File: config.mk
export PLATFORM = sky130hd
export DESIGN_NAME = scis_top
export DESIGN_NICKNAME = d
export VERILOG_FILES = /design/src/rtl/scis_pkg.sv /design/src/rtl/scis_top.sv
export SDC_FILE = /design/constraint.sdc
export NUM_CORES = 1
export LEC_CHECK = 0
export ABC_AREA = 1
export ABC_CLOCK_PERIOD_IN_PS = 4470
export BUFFER_PORTS_ARGS = -buffer_cell sky130_fd_sc_hd__buf_2
export CAP_MARGIN = 0
export CORE_MARGIN = 3
export CORE_UTILIZATION = 37
export DETAILED_ROUTE_END_ITERATION = 16
export GPL_TIMING_DRIVEN = 0
export PLACE_DENSITY = 0.66
export SLEW_MARGIN = 10
export SYNTH_ARGS = -nofsm -noshare
export SYNTH_HDL_FRONTEND = slang
export SYNTH_SLANG_ARGS = --single-unit
File: constraint.sdc
create_clock -name mclk -period 4.47 [get_ports mclk]
set_input_delay 0.6705 -clock mclk [delete_from_list [all_inputs] [get_ports mclk]]
set_output_delay 0.6705 -clock mclk [all_outputs]
set_load 0.01 [all_outputs]
File: src/rtl/scis_pkg.sv
/*
 * Package for the servo command input select block: register map, field
 * layouts, parameter encodings, timing figures and the state carrier types.
 * Assumes a single 10 MHz clock and an APB slave with 32-bit data.
 */
package scis_pkg;

    localparam int unsigned CLK_HZ        = 10_000_000;
    localparam int unsigned LD_MAX_PPS    = 500_000;
    localparam int unsigned OC_MAX_PPS    = 200_000;
    // Least clocks per step at the documented ceiling, rounded down
    localparam int unsigned LD_MIN_CYC    = CLK_HZ / LD_MAX_PPS;
    localparam int unsigned OC_MIN_CYC    = CLK_HZ / OC_MAX_PPS;

    localparam logic [7:0] ADDR_CFG0      = 8'h00;
    localparam logic [7:0] ADDR_CFG1      = 8'h04;
    localparam logic [7:0] ADDR_LIMITS    = 8'h08;
    localparam logic [7:0] ADDR_FILTERS   = 8'h0C;
    localparam logic [7:0] ADDR_POSITION  = 8'h10;
    localparam logic [7:0] ADDR_STATUS    = 8'h14;
    localparam logic [7:0] ADDR_ABSDATA   = 8'h18;

    localparam logic [31:0] CFG0_RESET    = 32'h0000_0000;
    localparam logic [31:0] CFG1_RESET    = 32'h0000_0000;
    localparam logic [31:0] LIMITS_RESET  = 32'h0000_0000;
    localparam logic [31:0] FILTERS_RESET = 32'h0000_0000;
    localparam logic [31:0] ZERO32        = 32'h0000_0000;

    localparam logic [1:0] SRC_OC         = 2'h0;
    localparam logic [1:0] FMT_CWCCW      = 2'h0;
    localparam logic [1:0] FMT_STEPDIR    = 2'h1;
    localparam logic [1:0] FMT_QUAD       = 2'h2;
    localparam logic [1:0] ZSD_OFF        = 2'h0;
    localparam logic [1:0] ZSD_CLAMP      = 2'h1;
    localparam logic [1:0] ZSD_DIR        = 2'h2;
    localparam logic [1:0] VFS_SWITCH     = 2'h1;
    localparam logic [1:0] TLS_SWITCH     = 2'h3;
    localparam logic [1:0] GIM_PI_P       = 2'h0;
    localparam logic [1:0] GIM_GAINSET    = 2'h1;
    localparam logic [1:0] TSL_TORQUE     = 2'h0;
    localparam logic [1:0] MODE_POSITION  = 2'h0;
    localparam logic [1:0] MODE_SPEED     = 2'h1;
    localparam logic [1:0] MODE_TORQUE    = 2'h2;

    localparam int unsigned NSYNC         = 10;
    localparam int unsigned S_A           = 0;
    localparam int unsigned S_B           = 1;
    localparam int unsigned S_REV_PERMIT  = 2;
    localparam int unsigned S_FWD_PERMIT  = 3;
    localparam int unsigned S_ZERO        = 4;
    localparam int unsigned S_DIR         = 5;
    localparam int unsigned S_VIB         = 6;
    localparam int unsigned S_GAIN        = 7;
    localparam int unsigned S_TLIM        = 8;
    localparam int unsigned S_ABSREQ      = 9;

    localparam logic [15:0] ONE16         = 16'h0001;
    localparam logic [5:0]  ABS_BITS      = 6'h20;
    localparam logic [5:0]  ONE6          = 6'h01;

    typedef enum logic [1:0] {
        SCIS_ABS_IDLE,
        SCIS_ABS_TURNS,
        SCIS_ABS_INCR,
        SCIS_ABS_DONE
    } scis_abs_t;

    typedef struct packed {
        logic [1:0] mode;
        logic [1:0] torque_speed_limit_source_param;
        logic [1:0] gain_input_mode_param;
        logic [1:0] torque_limit_select_param;
        logic [1:0] vib_filter_select_param;
        logic [1:0] zero_speed_dir_function_param;
        logic [1:0] step_format_param;
        logic [1:0] step_source_param;
    } scis_cfg_t;

    typedef struct packed {
        logic        fwd_block;
        logic        rev_block;
        logic        speed_zero;
        logic        speed_reverse;
        logic        filter_two;
        logic        p_only;
        logic        gain_two;
        logic        torque_limit_two;
        logic        analog_is_limit;
        logic [15:0] torque_limit;
    } scis_ctl_t;

    typedef struct packed {
        logic        sync_ok;
        logic [1:0]  sync_s;
        logic [15:0] gap;
        logic        overrate;
    } scis_rate_t;

endpackage : scis_pkg

File: src/rtl/scis_top.sv
/*
 * Servo command input select: conditions the step command lines and the
 * discrete control inputs, decodes three step formats, applies travel
 * permits and parameter-gated selections, and serialises the absolute
 * position on request. Registers sit behind an APB slave.
 * Assumes all pins synchronous to mclk; the analog path and the encoder
 * itself lie outside, abs_turns and abs_incr are given by the encoder side.
 */
// The register offsets and register access over APB were left to the implementer.
`timescale 1ns/1ps
`default_nettype none
module scis_top
    import scis_pkg::*;
(
    input  wire logic        mclk,
    input  wire logic        resetn,
    input  wire logic        psel,
    input  wire logic        penable,
    input  wire logic        pwrite,
    input  wire logic [7:0]  paddr,
    input  wire logic [31:0] pwdata,
    output logic      [31:0] prdata,
    output logic             pready,
    output logic             pslverr,
    input  wire logic        cmd_line_a,
    input  wire logic        cmd_line_b,
    input  wire logic        oc_supply_a,
    input  wire logic        oc_supply_b,
    input  wire logic        reverse_travel_permit,
    input  wire logic        forward_travel_permit,
    input  wire logic        zero_speed_clamp_in,
    input  wire logic        speed_direction_in,
    input  wire logic        vibration_filter_switch_in,
    input  wire logic        gain_switch_in,
    input  wire logic        torque_limit_switch_in,
    input  wire logic        abs_position_request,
    input  wire logic [15:0] abs_turns,
    input  wire logic [15:0] abs_incr,
    output scis_ctl_t        ctl,
    output logic             abs_tx_data,
    output logic             abs_tx_valid,
    output logic             abs_tx_busy
);

    typedef struct packed {
        logic [NSYNC-1:0] s1;
        logic [NSYNC-1:0] s2;
        logic             a_d;
        logic             b_d;
        logic             req_d;
        scis_cfg_t        cfg;
        logic [31:0]      limits;
        logic [31:0]      filters;
        logic [31:0]      position;
        logic [15:0]      gap;
        logic             overrate;
        scis_ctl_t        ctl;
        scis_abs_t        abs_st;
        logic [31:0]      abs_sh;
        logic [5:0]       abs_cnt;
        logic             tx_data;
        logic             tx_valid;
        logic             tx_busy;
        logic [31:0]      prdata;
        logic             pready;
        logic             pslverr;
    } scis_state_t;

    scis_state_t st;
    scis_state_t next_st;

    logic [NSYNC-1:0] raw_in;
    logic             ph_a;
    logic             ph_b;
    logic             a_rise;
    logic             b_rise;
    logic             a_edge;
    logic             b_edge;
    logic             step_up;
    logic             step_dn;
    logic             apb_acc;
    logic [15:0]      min_gap;
    logic             apb_done;
    logic             too_fast;

    // Source choice ahead of the synchroniser so only one pair is tracked
    always_comb begin
        raw_in = '0;
        raw_in[S_A] = (st.cfg.step_source_param == SRC_OC) ? oc_supply_a : cmd_line_a;
        raw_in[S_B] = (st.cfg.step_source_param == SRC_OC) ? oc_supply_b : cmd_line_b;
        raw_in[S_REV_PERMIT] = reverse_travel_permit;
        raw_in[S_FWD_PERMIT] = forward_travel_permit;
        raw_in[S_ZERO]       = zero_speed_clamp_in;
        raw_in[S_DIR]        = speed_direction_in;
        raw_in[S_VIB]        = vibration_filter_switch_in;
        raw_in[S_GAIN]       = gain_switch_in;
        raw_in[S_TLIM]       = torque_limit_switch_in;
        raw_in[S_ABSREQ]     = abs_position_request;
    end

    assign ph_a    = st.s2[S_A];
    assign ph_b    = st.s2[S_B];
    assign a_rise  = ph_a & ~st.a_d;
    assign b_rise  = ph_b & ~st.b_d;
    assign a_edge  = ph_a ^ st.a_d;
    assign b_edge  = ph_b ^ st.b_d;
    assign apb_acc = psel & penable & ~st.pready;
    assign min_gap = (st.cfg.step_source_param == SRC_OC) ? 16'(OC_MIN_CYC) : 16'(LD_MIN_CYC);
    assign apb_done = psel & penable & st.pready;
    // Gap holds step spacing less one, so the rated ceiling itself passes
    assign too_fast = (step_up | step_dn) & (st.gap < min_gap - ONE16);

    // Step decode per format
    always_comb begin
        step_up = 1'b0;
        step_dn = 1'b0;
        case (st.cfg.step_format_param)
            FMT_CWCCW: begin
                step_dn = a_rise;
                step_up = b_rise;
            end
            FMT_STEPDIR: begin
                step_up = a_rise & ~ph_b;
                step_dn = a_rise & ph_b;
            end
            FMT_QUAD: begin
                // A leads: new A differs from B, or new B equals A
                step_up = (a_edge & (ph_a != ph_b)) | (b_edge & (ph_a == ph_b));
                step_dn = (a_edge & (ph_a == ph_b)) | (b_edge & (ph_a != ph_b));
                if (a_edge & b_edge) begin
                    step_up = 1'b0;
                    step_dn = 1'b0;
                end
            end
            default: begin
                step_up = 1'b0;
                step_dn = 1'b0;
            end
        endcase
        step_up = step_up & st.s2[S_FWD_PERMIT];
        step_dn = step_dn & st.s2[S_REV_PERMIT];
    end

    always_comb begin
        next_st = st;
        next_st.s1 = raw_in;
        next_st.s2 = st.s1;
        next_st.a_d = ph_a;
        next_st.b_d = ph_b;
        next_st.req_d = st.s2[S_ABSREQ];

        if (step_up) begin
            next_st.position = st.position + 32'h0000_0001;
        end else if (step_dn) begin
            next_st.position = st.position - 32'h0000_0001;
        end

        // Overrate is flagged further down; counting still proceeds
        if (step_up | step_dn) begin
            next_st.gap = '0;
        end else if (st.gap != 16'hFFFF) begin
            next_st.gap = st.gap + ONE16;
        end

        // Discrete selections
        next_st.ctl.fwd_block = ~st.s2[S_FWD_PERMIT];
        next_st.ctl.rev_block = ~st.s2[S_REV_PERMIT];
        next_st.ctl.speed_zero = 1'b0;
        next_st.ctl.speed_reverse = 1'b0;
        if (st.cfg.zero_speed_dir_function_param == ZSD_CLAMP
                && (st.cfg.mode == MODE_SPEED || st.cfg.mode == MODE_TORQUE)) begin
            next_st.ctl.speed_zero = ~st.s2[S_ZERO];
        end
        if (st.cfg.zero_speed_dir_function_param == ZSD_DIR && st.cfg.mode == MODE_SPEED) begin
            next_st.ctl.speed_reverse = st.s2[S_DIR];
        end
        next_st.ctl.filter_two = (st.cfg.vib_filter_select_param == VFS_SWITCH)
            && (st.cfg.mode == MODE_POSITION) && st.s2[S_VIB];
        next_st.ctl.p_only = (st.cfg.torque_limit_select_param != TLS_SWITCH)
            && (st.cfg.gain_input_mode_param == GIM_PI_P) && st.s2[S_GAIN];
        next_st.ctl.gain_two = (st.cfg.torque_limit_select_param != TLS_SWITCH)
            && (st.cfg.gain_input_mode_param == GIM_GAINSET) && st.s2[S_GAIN];
        next_st.ctl.torque_limit_two = (st.cfg.torque_limit_select_param == TLS_SWITCH)
            && st.s2[S_TLIM];
        next_st.ctl.torque_limit = next_st.ctl.torque_limit_two
            ? st.limits[31:16] : st.limits[15:0];
        next_st.ctl.analog_is_limit = (st.cfg.mode == MODE_TORQUE)
            && (st.cfg.torque_speed_limit_source_param != TSL_TORQUE);

        // Absolute position serialiser, turns word first
        next_st.tx_valid = 1'b0;
        case (st.abs_st)
            SCIS_ABS_IDLE: begin
                if (st.s2[S_ABSREQ] & ~st.req_d) begin
                    next_st.abs_st = SCIS_ABS_TURNS;
                    next_st.abs_sh = {abs_turns, abs_incr};
                    next_st.abs_cnt = '0;
                end
            end
            SCIS_ABS_TURNS, SCIS_ABS_INCR: begin
                next_st.tx_data = st.abs_sh[31];
                next_st.tx_valid = 1'b1;
                next_st.abs_sh = {st.abs_sh[30:0], 1'b0};
                next_st.abs_cnt = st.abs_cnt + ONE6;
                if (st.abs_cnt == (ABS_BITS >> 1) - ONE6) begin
                    next_st.abs_st = SCIS_ABS_INCR;
                end
                if (st.abs_cnt == ABS_BITS - ONE6) begin
                    next_st.abs_st = SCIS_ABS_DONE;
                end
            end
            SCIS_ABS_DONE: begin
                // Rearm only after the request drops
                if (~st.s2[S_ABSREQ]) begin
                    next_st.abs_st = SCIS_ABS_IDLE;
                end
            end
            default: next_st.abs_st = SCIS_ABS_IDLE;
        endcase
        // Busy is registered so the pin comes straight from a flop
        next_st.tx_busy = (next_st.abs_st == SCIS_ABS_TURNS)
            || (next_st.abs_st == SCIS_ABS_INCR);

        // APB: one wait state, answer in the second cycle after setup
        next_st.pready = apb_acc;
        next_st.pslverr = 1'b0;
        if (apb_acc) begin
            next_st.prdata = ZERO32;
            if (pwrite) begin
                // Only the answer here; the write itself waits for completion
                case (paddr)
                    ADDR_CFG0, ADDR_LIMITS, ADDR_FILTERS, ADDR_STATUS: next_st.pslverr = 1'b0;
                    default:      next_st.pslverr = 1'b1;
                endcase
            end else begin
                case (paddr)
                    ADDR_CFG0:     next_st.prdata = {16'h0000, st.cfg};
                    ADDR_CFG1:     next_st.prdata = ZERO32;
                    ADDR_LIMITS:   next_st.prdata = st.limits;
                    ADDR_FILTERS:  next_st.prdata = st.filters;
                    ADDR_POSITION: next_st.prdata = st.position;
                    ADDR_STATUS:   next_st.prdata = {22'h000000, st.s2[S_ABSREQ:S_REV_PERMIT],
                                                     st.abs_st != SCIS_ABS_IDLE, st.overrate};
                    ADDR_ABSDATA:  next_st.prdata = {abs_turns, abs_incr};
                    default:       next_st.pslverr = 1'b1;
                endcase
            end
        end
        // Writes land on the edge that sees pready high
        if (apb_done & pwrite) begin
            case (paddr)
                ADDR_CFG0:    next_st.cfg = scis_cfg_t'(pwdata[15:0]);
                ADDR_LIMITS:  next_st.limits = pwdata;
                ADDR_FILTERS: next_st.filters = pwdata;
                ADDR_STATUS:  next_st.overrate = st.overrate & ~pwdata[0];
                default: begin
                end
            endcase
        end
        // Overrate set wins over a same-cycle clear
        if (too_fast) begin
            next_st.overrate = 1'b1;
        end
    end

    always_ff @(posedge mclk) begin
        if (!resetn) begin
            st <= '0;
            st.abs_st <= SCIS_ABS_IDLE;
            // Long idle at reset, so an early first step is never overrate
            st.gap <= '1;
            st.cfg <= scis_cfg_t'(CFG0_RESET[15:0]);
            st.limits <= LIMITS_RESET;
            st.filters <= FILTERS_RESET;
        end else begin
            st <= next_st;
        end
    end

    assign prdata       = st.prdata;
    assign pready       = st.pready;
    assign pslverr      = st.pslverr;
    assign ctl          = st.ctl;
    assign abs_tx_data  = st.tx_data;
    assign abs_tx_valid = st.tx_valid;
    assign abs_tx_busy  = st.tx_busy;

    a_fwd_block_follows: assert property (@(posedge mclk) disable iff (!resetn)
        $fell(st.s2[S_FWD_PERMIT]) |=> ctl.fwd_block)
        else $error("forward block did not follow permit");
    a_rev_step_blocked: assert property (@(posedge mclk) disable iff (!resetn)
        !st.s2[S_REV_PERMIT] |=> st.position <= $past(st.position) || $past(step_up))
        else $error("reverse step counted while blocked");
    a_zero_ignored: assert property (@(posedge mclk) disable iff (!resetn)
        st.cfg.zero_speed_dir_function_param == ZSD_OFF && $stable(st.cfg)
        |=> !ctl.speed_zero && !ctl.speed_reverse)
        else $error("clamp or direction acted with function off");
    a_clamp_zero: assert property (@(posedge mclk) disable iff (!resetn)
        st.cfg.zero_speed_dir_function_param == ZSD_CLAMP && st.cfg.mode == MODE_SPEED
        && !st.s2[S_ZERO] |=> ctl.speed_zero)
        else $error("speed not clamped");
    a_dir_reverse: assert property (@(posedge mclk) disable iff (!resetn)
        st.cfg.zero_speed_dir_function_param == ZSD_DIR && st.cfg.mode == MODE_SPEED
        && $stable(st.cfg) |=> ctl.speed_reverse == $past(st.s2[S_DIR]))
        else $error("direction not applied");
    a_tlim_select: assert property (@(posedge mclk) disable iff (!resetn)
        st.cfg.torque_limit_select_param == TLS_SWITCH && $stable(st.cfg)
        |=> ctl.torque_limit_two == $past(st.s2[S_TLIM]))
        else $error("torque limit select wrong");
    a_sync_depth: assert property (@(posedge mclk) disable iff (!resetn)
        ##2 st.s2[S_GAIN] == $past(gain_switch_in, 2))
        else $error("synchroniser depth wrong");
    a_abs_length: assert property (@(posedge mclk) disable iff (!resetn)
        $rose(abs_tx_busy) |-> abs_tx_busy [*8] ##25 !abs_tx_busy)
        else $error("absolute frame length wrong");
    a_quad_up: assert property (@(posedge mclk) disable iff (!resetn)
        st.cfg.step_format_param == FMT_QUAD && st.s2[S_FWD_PERMIT] && a_rise && !ph_b
        && !b_edge |=> st.position == $past(st.position) + 32'h0000_0001)
        else $error("quadrature up count missing");
    a_src_select: assert property (@(posedge mclk) disable iff (!resetn)
        st.cfg.step_source_param == SRC_OC |=> st.s1[S_A] == $past(oc_supply_a))
        else $error("open-collector line not selected");
    a_overrate_set: assert property (@(posedge mclk) disable iff (!resetn)
        too_fast |=> st.overrate)
        else $error("overrate not flagged");
    a_filter_select: assert property (@(posedge mclk) disable iff (!resetn)
        st.cfg.vib_filter_select_param == VFS_SWITCH && st.cfg.mode == MODE_POSITION
        |=> ctl.filter_two == $past(st.s2[S_VIB]))
        else $error("filter set not chosen by switch");
    a_p_only_mode: assert property (@(posedge mclk) disable iff (!resetn)
        st.cfg.torque_limit_select_param != TLS_SWITCH
        && st.cfg.gain_input_mode_param == GIM_PI_P
        |=> ctl.p_only == $past(st.s2[S_GAIN]) && !ctl.gain_two)
        else $error("proportional mode not following switch");
    a_gain_set: assert property (@(posedge mclk) disable iff (!resetn)
        st.cfg.torque_limit_select_param != TLS_SWITCH
        && st.cfg.gain_input_mode_param == GIM_GAINSET
        |=> ctl.gain_two == $past(st.s2[S_GAIN]) && !ctl.p_only)
        else $error("gain set not following switch");
    a_analog_limit: assert property (@(posedge mclk) disable iff (!resetn)
        st.cfg.mode == MODE_TORQUE
        |=> ctl.analog_is_limit == ($past(st.cfg.torque_speed_limit_source_param) != TSL_TORQUE))
        else $error("analog input role wrong");

endmodule : scis_top
`default_nettype wire

==> impl_metrics.tcl <==
set metrics [dict create \
    fin_worst_skew_ps 21.1 \
    pre_cts_ws_ps 999 \
    comb_power_share_pct 18.1 \
    drc 0 \
    syn_area_um2 13300 \
    setup_viol 0 \
    critPathCaptureType "flip-flop" \
    grt_start_max_net_pins 35 \
    clockRootBuffer "clkbuf_16" \
    synth-edff-count 0 \
    die-height_um 196 \
    synth_top_cells_by_area "dfxtp_1, nand2_1, inv_1" \
    diodes 0 \
    cp_max_fo 34 \
    pin_count 151 \
    dr.pass1.iters 5 \
    cts.path.max_buffers 3 \
    avgSynthCellArea_um2 6.90 \
    fin_crit_sh_pct 78.9 \
    grt_pass1_vias 12800 \
    pwr-share-clk_pct 39.1 \
    nets 2235 \
    power_density_nw_per_um2 374 \
    post_cts_buffers 0 \
    postSynth.asyncResetShare_pct 0 \
    startpoint_type "flip-flop" \
    intPower_mw 4.09 \
    synth_ff_type "dfxtp_1" \
    maxCapViolCount 0 \
    layout-drive-gt1-share_pct 16.0 \
    core_um2 35000 \
    grt_overflow_total 0 \
    hold_ws_ps 299 \
    clkLatencyLatePin_ps 550 \
    place_inst 2530 \
    die_area_um2 38200 \
    wirelength_mm 44.4 \
    wl_per_cell_um 17.2 \
    critPathRequiredTime_ps 4900 \
    grt.total_usage_pct 22.3 \
    worst_hold_path_type "input pin to flip-flop" \
    finalMaxSlewViolations 0 \
    grt_pass1_wl_mm 68.4 \
    total_leakage_power_nw 7.48 \
    clock_sinks 254 \
    place.gp.congestion 0.991 \
    drtIter0Drc 908 \
    cts_made_buffers 27 \
    synth_nets 2057 \
    fin_tns_setup_ps 0 \
    dp_hpwl_mm 35.5 \
    rsz0062_at_grt "no" \
    synth_top_cell_by_area "dfxtp_1" \
    h-tree-depth 1 \
    layout.cells.non_filler 2578 \
    worstMarginPinSlew_ps 977 \
    tritoncts "done" \
    switching_share_pct 29.5 \
    viasPerCell 5.13 \
    ys_warn_count 0 \
    vias 13200 \
    power_frac_seq_pct 42.8 \
    fillerInstances 3624 \
    clk_pin_slew_ps 60 \
    post_cts_resized 0 \
    synth.ff_latch_count 254 \
    fin_ws_ps 943 \
    cp.arrival_ps 3960 \
    status "finished clean" \
    syn2layout_area_growth_pct 16.6 \
    relSlewSlack_pct 34.9 \
    max_freq_mhz 284 \
    antenna_found_initial 0 \
    vdd_drop_max_v 0.000374 \
    finalHoldViolations 0 \
    criticalPathCategory "flip-flop to flip-flop" \
    start_util_pct 38.0 \
    die_x_um 196 \
    ys_types 45 \
    p_switching_mw 1.71 \
    post-route-min-period_ps 3530 \
    hold_buffers 0 \
    synth_top_area_share_pct 38.2 \
    rows 68 \
    synth_seq_area_share_pct 38.2 \
    port_buffers 149 \
    ant_nets 0 \
    total_power_mw 5.80 \
    synthCells 1926 \
]
[per-stage QoR]
step                      utilization, %  instance area (µm²)
after floorplan                        -                13300
after global placement              41.8                14600
after detailed placement            41.8                14600
after CTS                           44.3                15500
after global routing                44.3                15500
final                               44.3                15500
[cells in the final DEF (no fill, tap or decap), types with 9 or more instances in the layout]
cell type / count
inv_1: 210
dfxtp_1: 254
a31oi_1: 32
buf_2: 180
nor3_1: 13
inv_2: 16
nand4_1: 37
o21bai_1: 9
o21ai_1: 19
clkbuf_16: 27
o21ai_0: 139
xnor2_1: 14
ha_1: 41
nand2_1: 495
buf_4: 66
nand3_1: 131
a211oi_1: 27
nor2_1: 122
a21oi_1: 154
clkbuf_1: 46
[Yosys cell counts, types with 4 or more instances]
cell type and instances:
nand2_1 495, dfxtp_1 254, inv_1 210, a21oi_1 154, o21ai_0 139, nand3_1 131, nor2_1 122, buf_4 66
clkbuf_1 41, ha_1 41, nand4_1 37, a31oi_1 32, buf_2 31, a211oi_1 27, o21ai_1 19, inv_2 16
xnor2_1 14, nor3_1 13, o21bai_1 9, a211oi_2 8, o211ai_1 8, xor2_1 8, nor2_4 6, buf_1 5
nand2_2 5, nor3b_1 4, or2_2 4
[routing by layer]
layer | GRT usage, % | vias up | part of all wire, %
met5 | 0 | - | 0
met4 | 9.69 | 0 | 4.6
met3 | 2.74 | 96 | 7.2
met2 | 37.2 | 477 | 45
met1 | 29.0 | 6047 | 43
li1 | - | 6600 | -
[cell type report]
cell class                      count  area [µm²]  area share, %
Timing Repair Buffer              149         746           4.81
Buffer                            146         851           5.49
Clock inverter                     13         156           1.01
Clock buffer                       35         736           4.75
Inverter                          227         852           5.50
Tap cell                          455         569           3.67
Sequential cell                   254        5080           32.8
Multi-Input combinational cell   1299        6510           42.0
[flip-flops by register name, indices dropped and copies added, names as in the netlist]
register	count
pready	1
abs_tx_data	1
abs_tx_busy	1
ctl	25
abs_tx_valid	1
st	179
pslverr	1
next_st	13
prdata	32
[power by group through the flow]
stage          Clock, mW  Sequential (mW)  Combinational [mW]
2_1_floorplan          0             2.50               0.774
3_3_place_gp           0             2.53                1.02
3_5_place_dp           0             2.53                1.04
4_1_cts             2.29             2.48                1.04
5_1_grt             2.38             2.50                1.20
6_report            2.27             2.48                1.05
[kinds of logic after synthesis]
kind of cell | count (synthesis) | share of synthesized area (%)
xor+xnor | 22 | 1.45
flops | 254 | 38.2
compound gates | 405 | 17.0
fa+ha+maj | 42 | 4.01
buf+inv | 373 | 12.8
simple gates | 830 | 26.5
[worst max-delay path, cell delays in order, from the launching register on]
cell	delay, ps
dfxtp_1	350
ha_1	330
nor2_1	60
nor2_1	150
nand3_1	100
nand2_1	80
nand2_2	460
ha_1	620
or2_1	150
nand2_1	80
o21ai_1	280
nand2_1	90
nand2_1	200
nand2_1	100
nand3_1	80
nand3_1	140
nand2_1	100
inv_1	40
[worst paths after layout]
path	startpoint	to	slack, ps	cells after the start
worst min register to register	next_st[234]	next_st[233]	410	2
worst max register to register	next_st[232]	st[140]	940	17
worst max-delay path	next_st[232]	st[140]	940	17
worst min-delay path	forward_travel_permit	next_st[237]	300	3
Power figures use the tool's default switching activity.
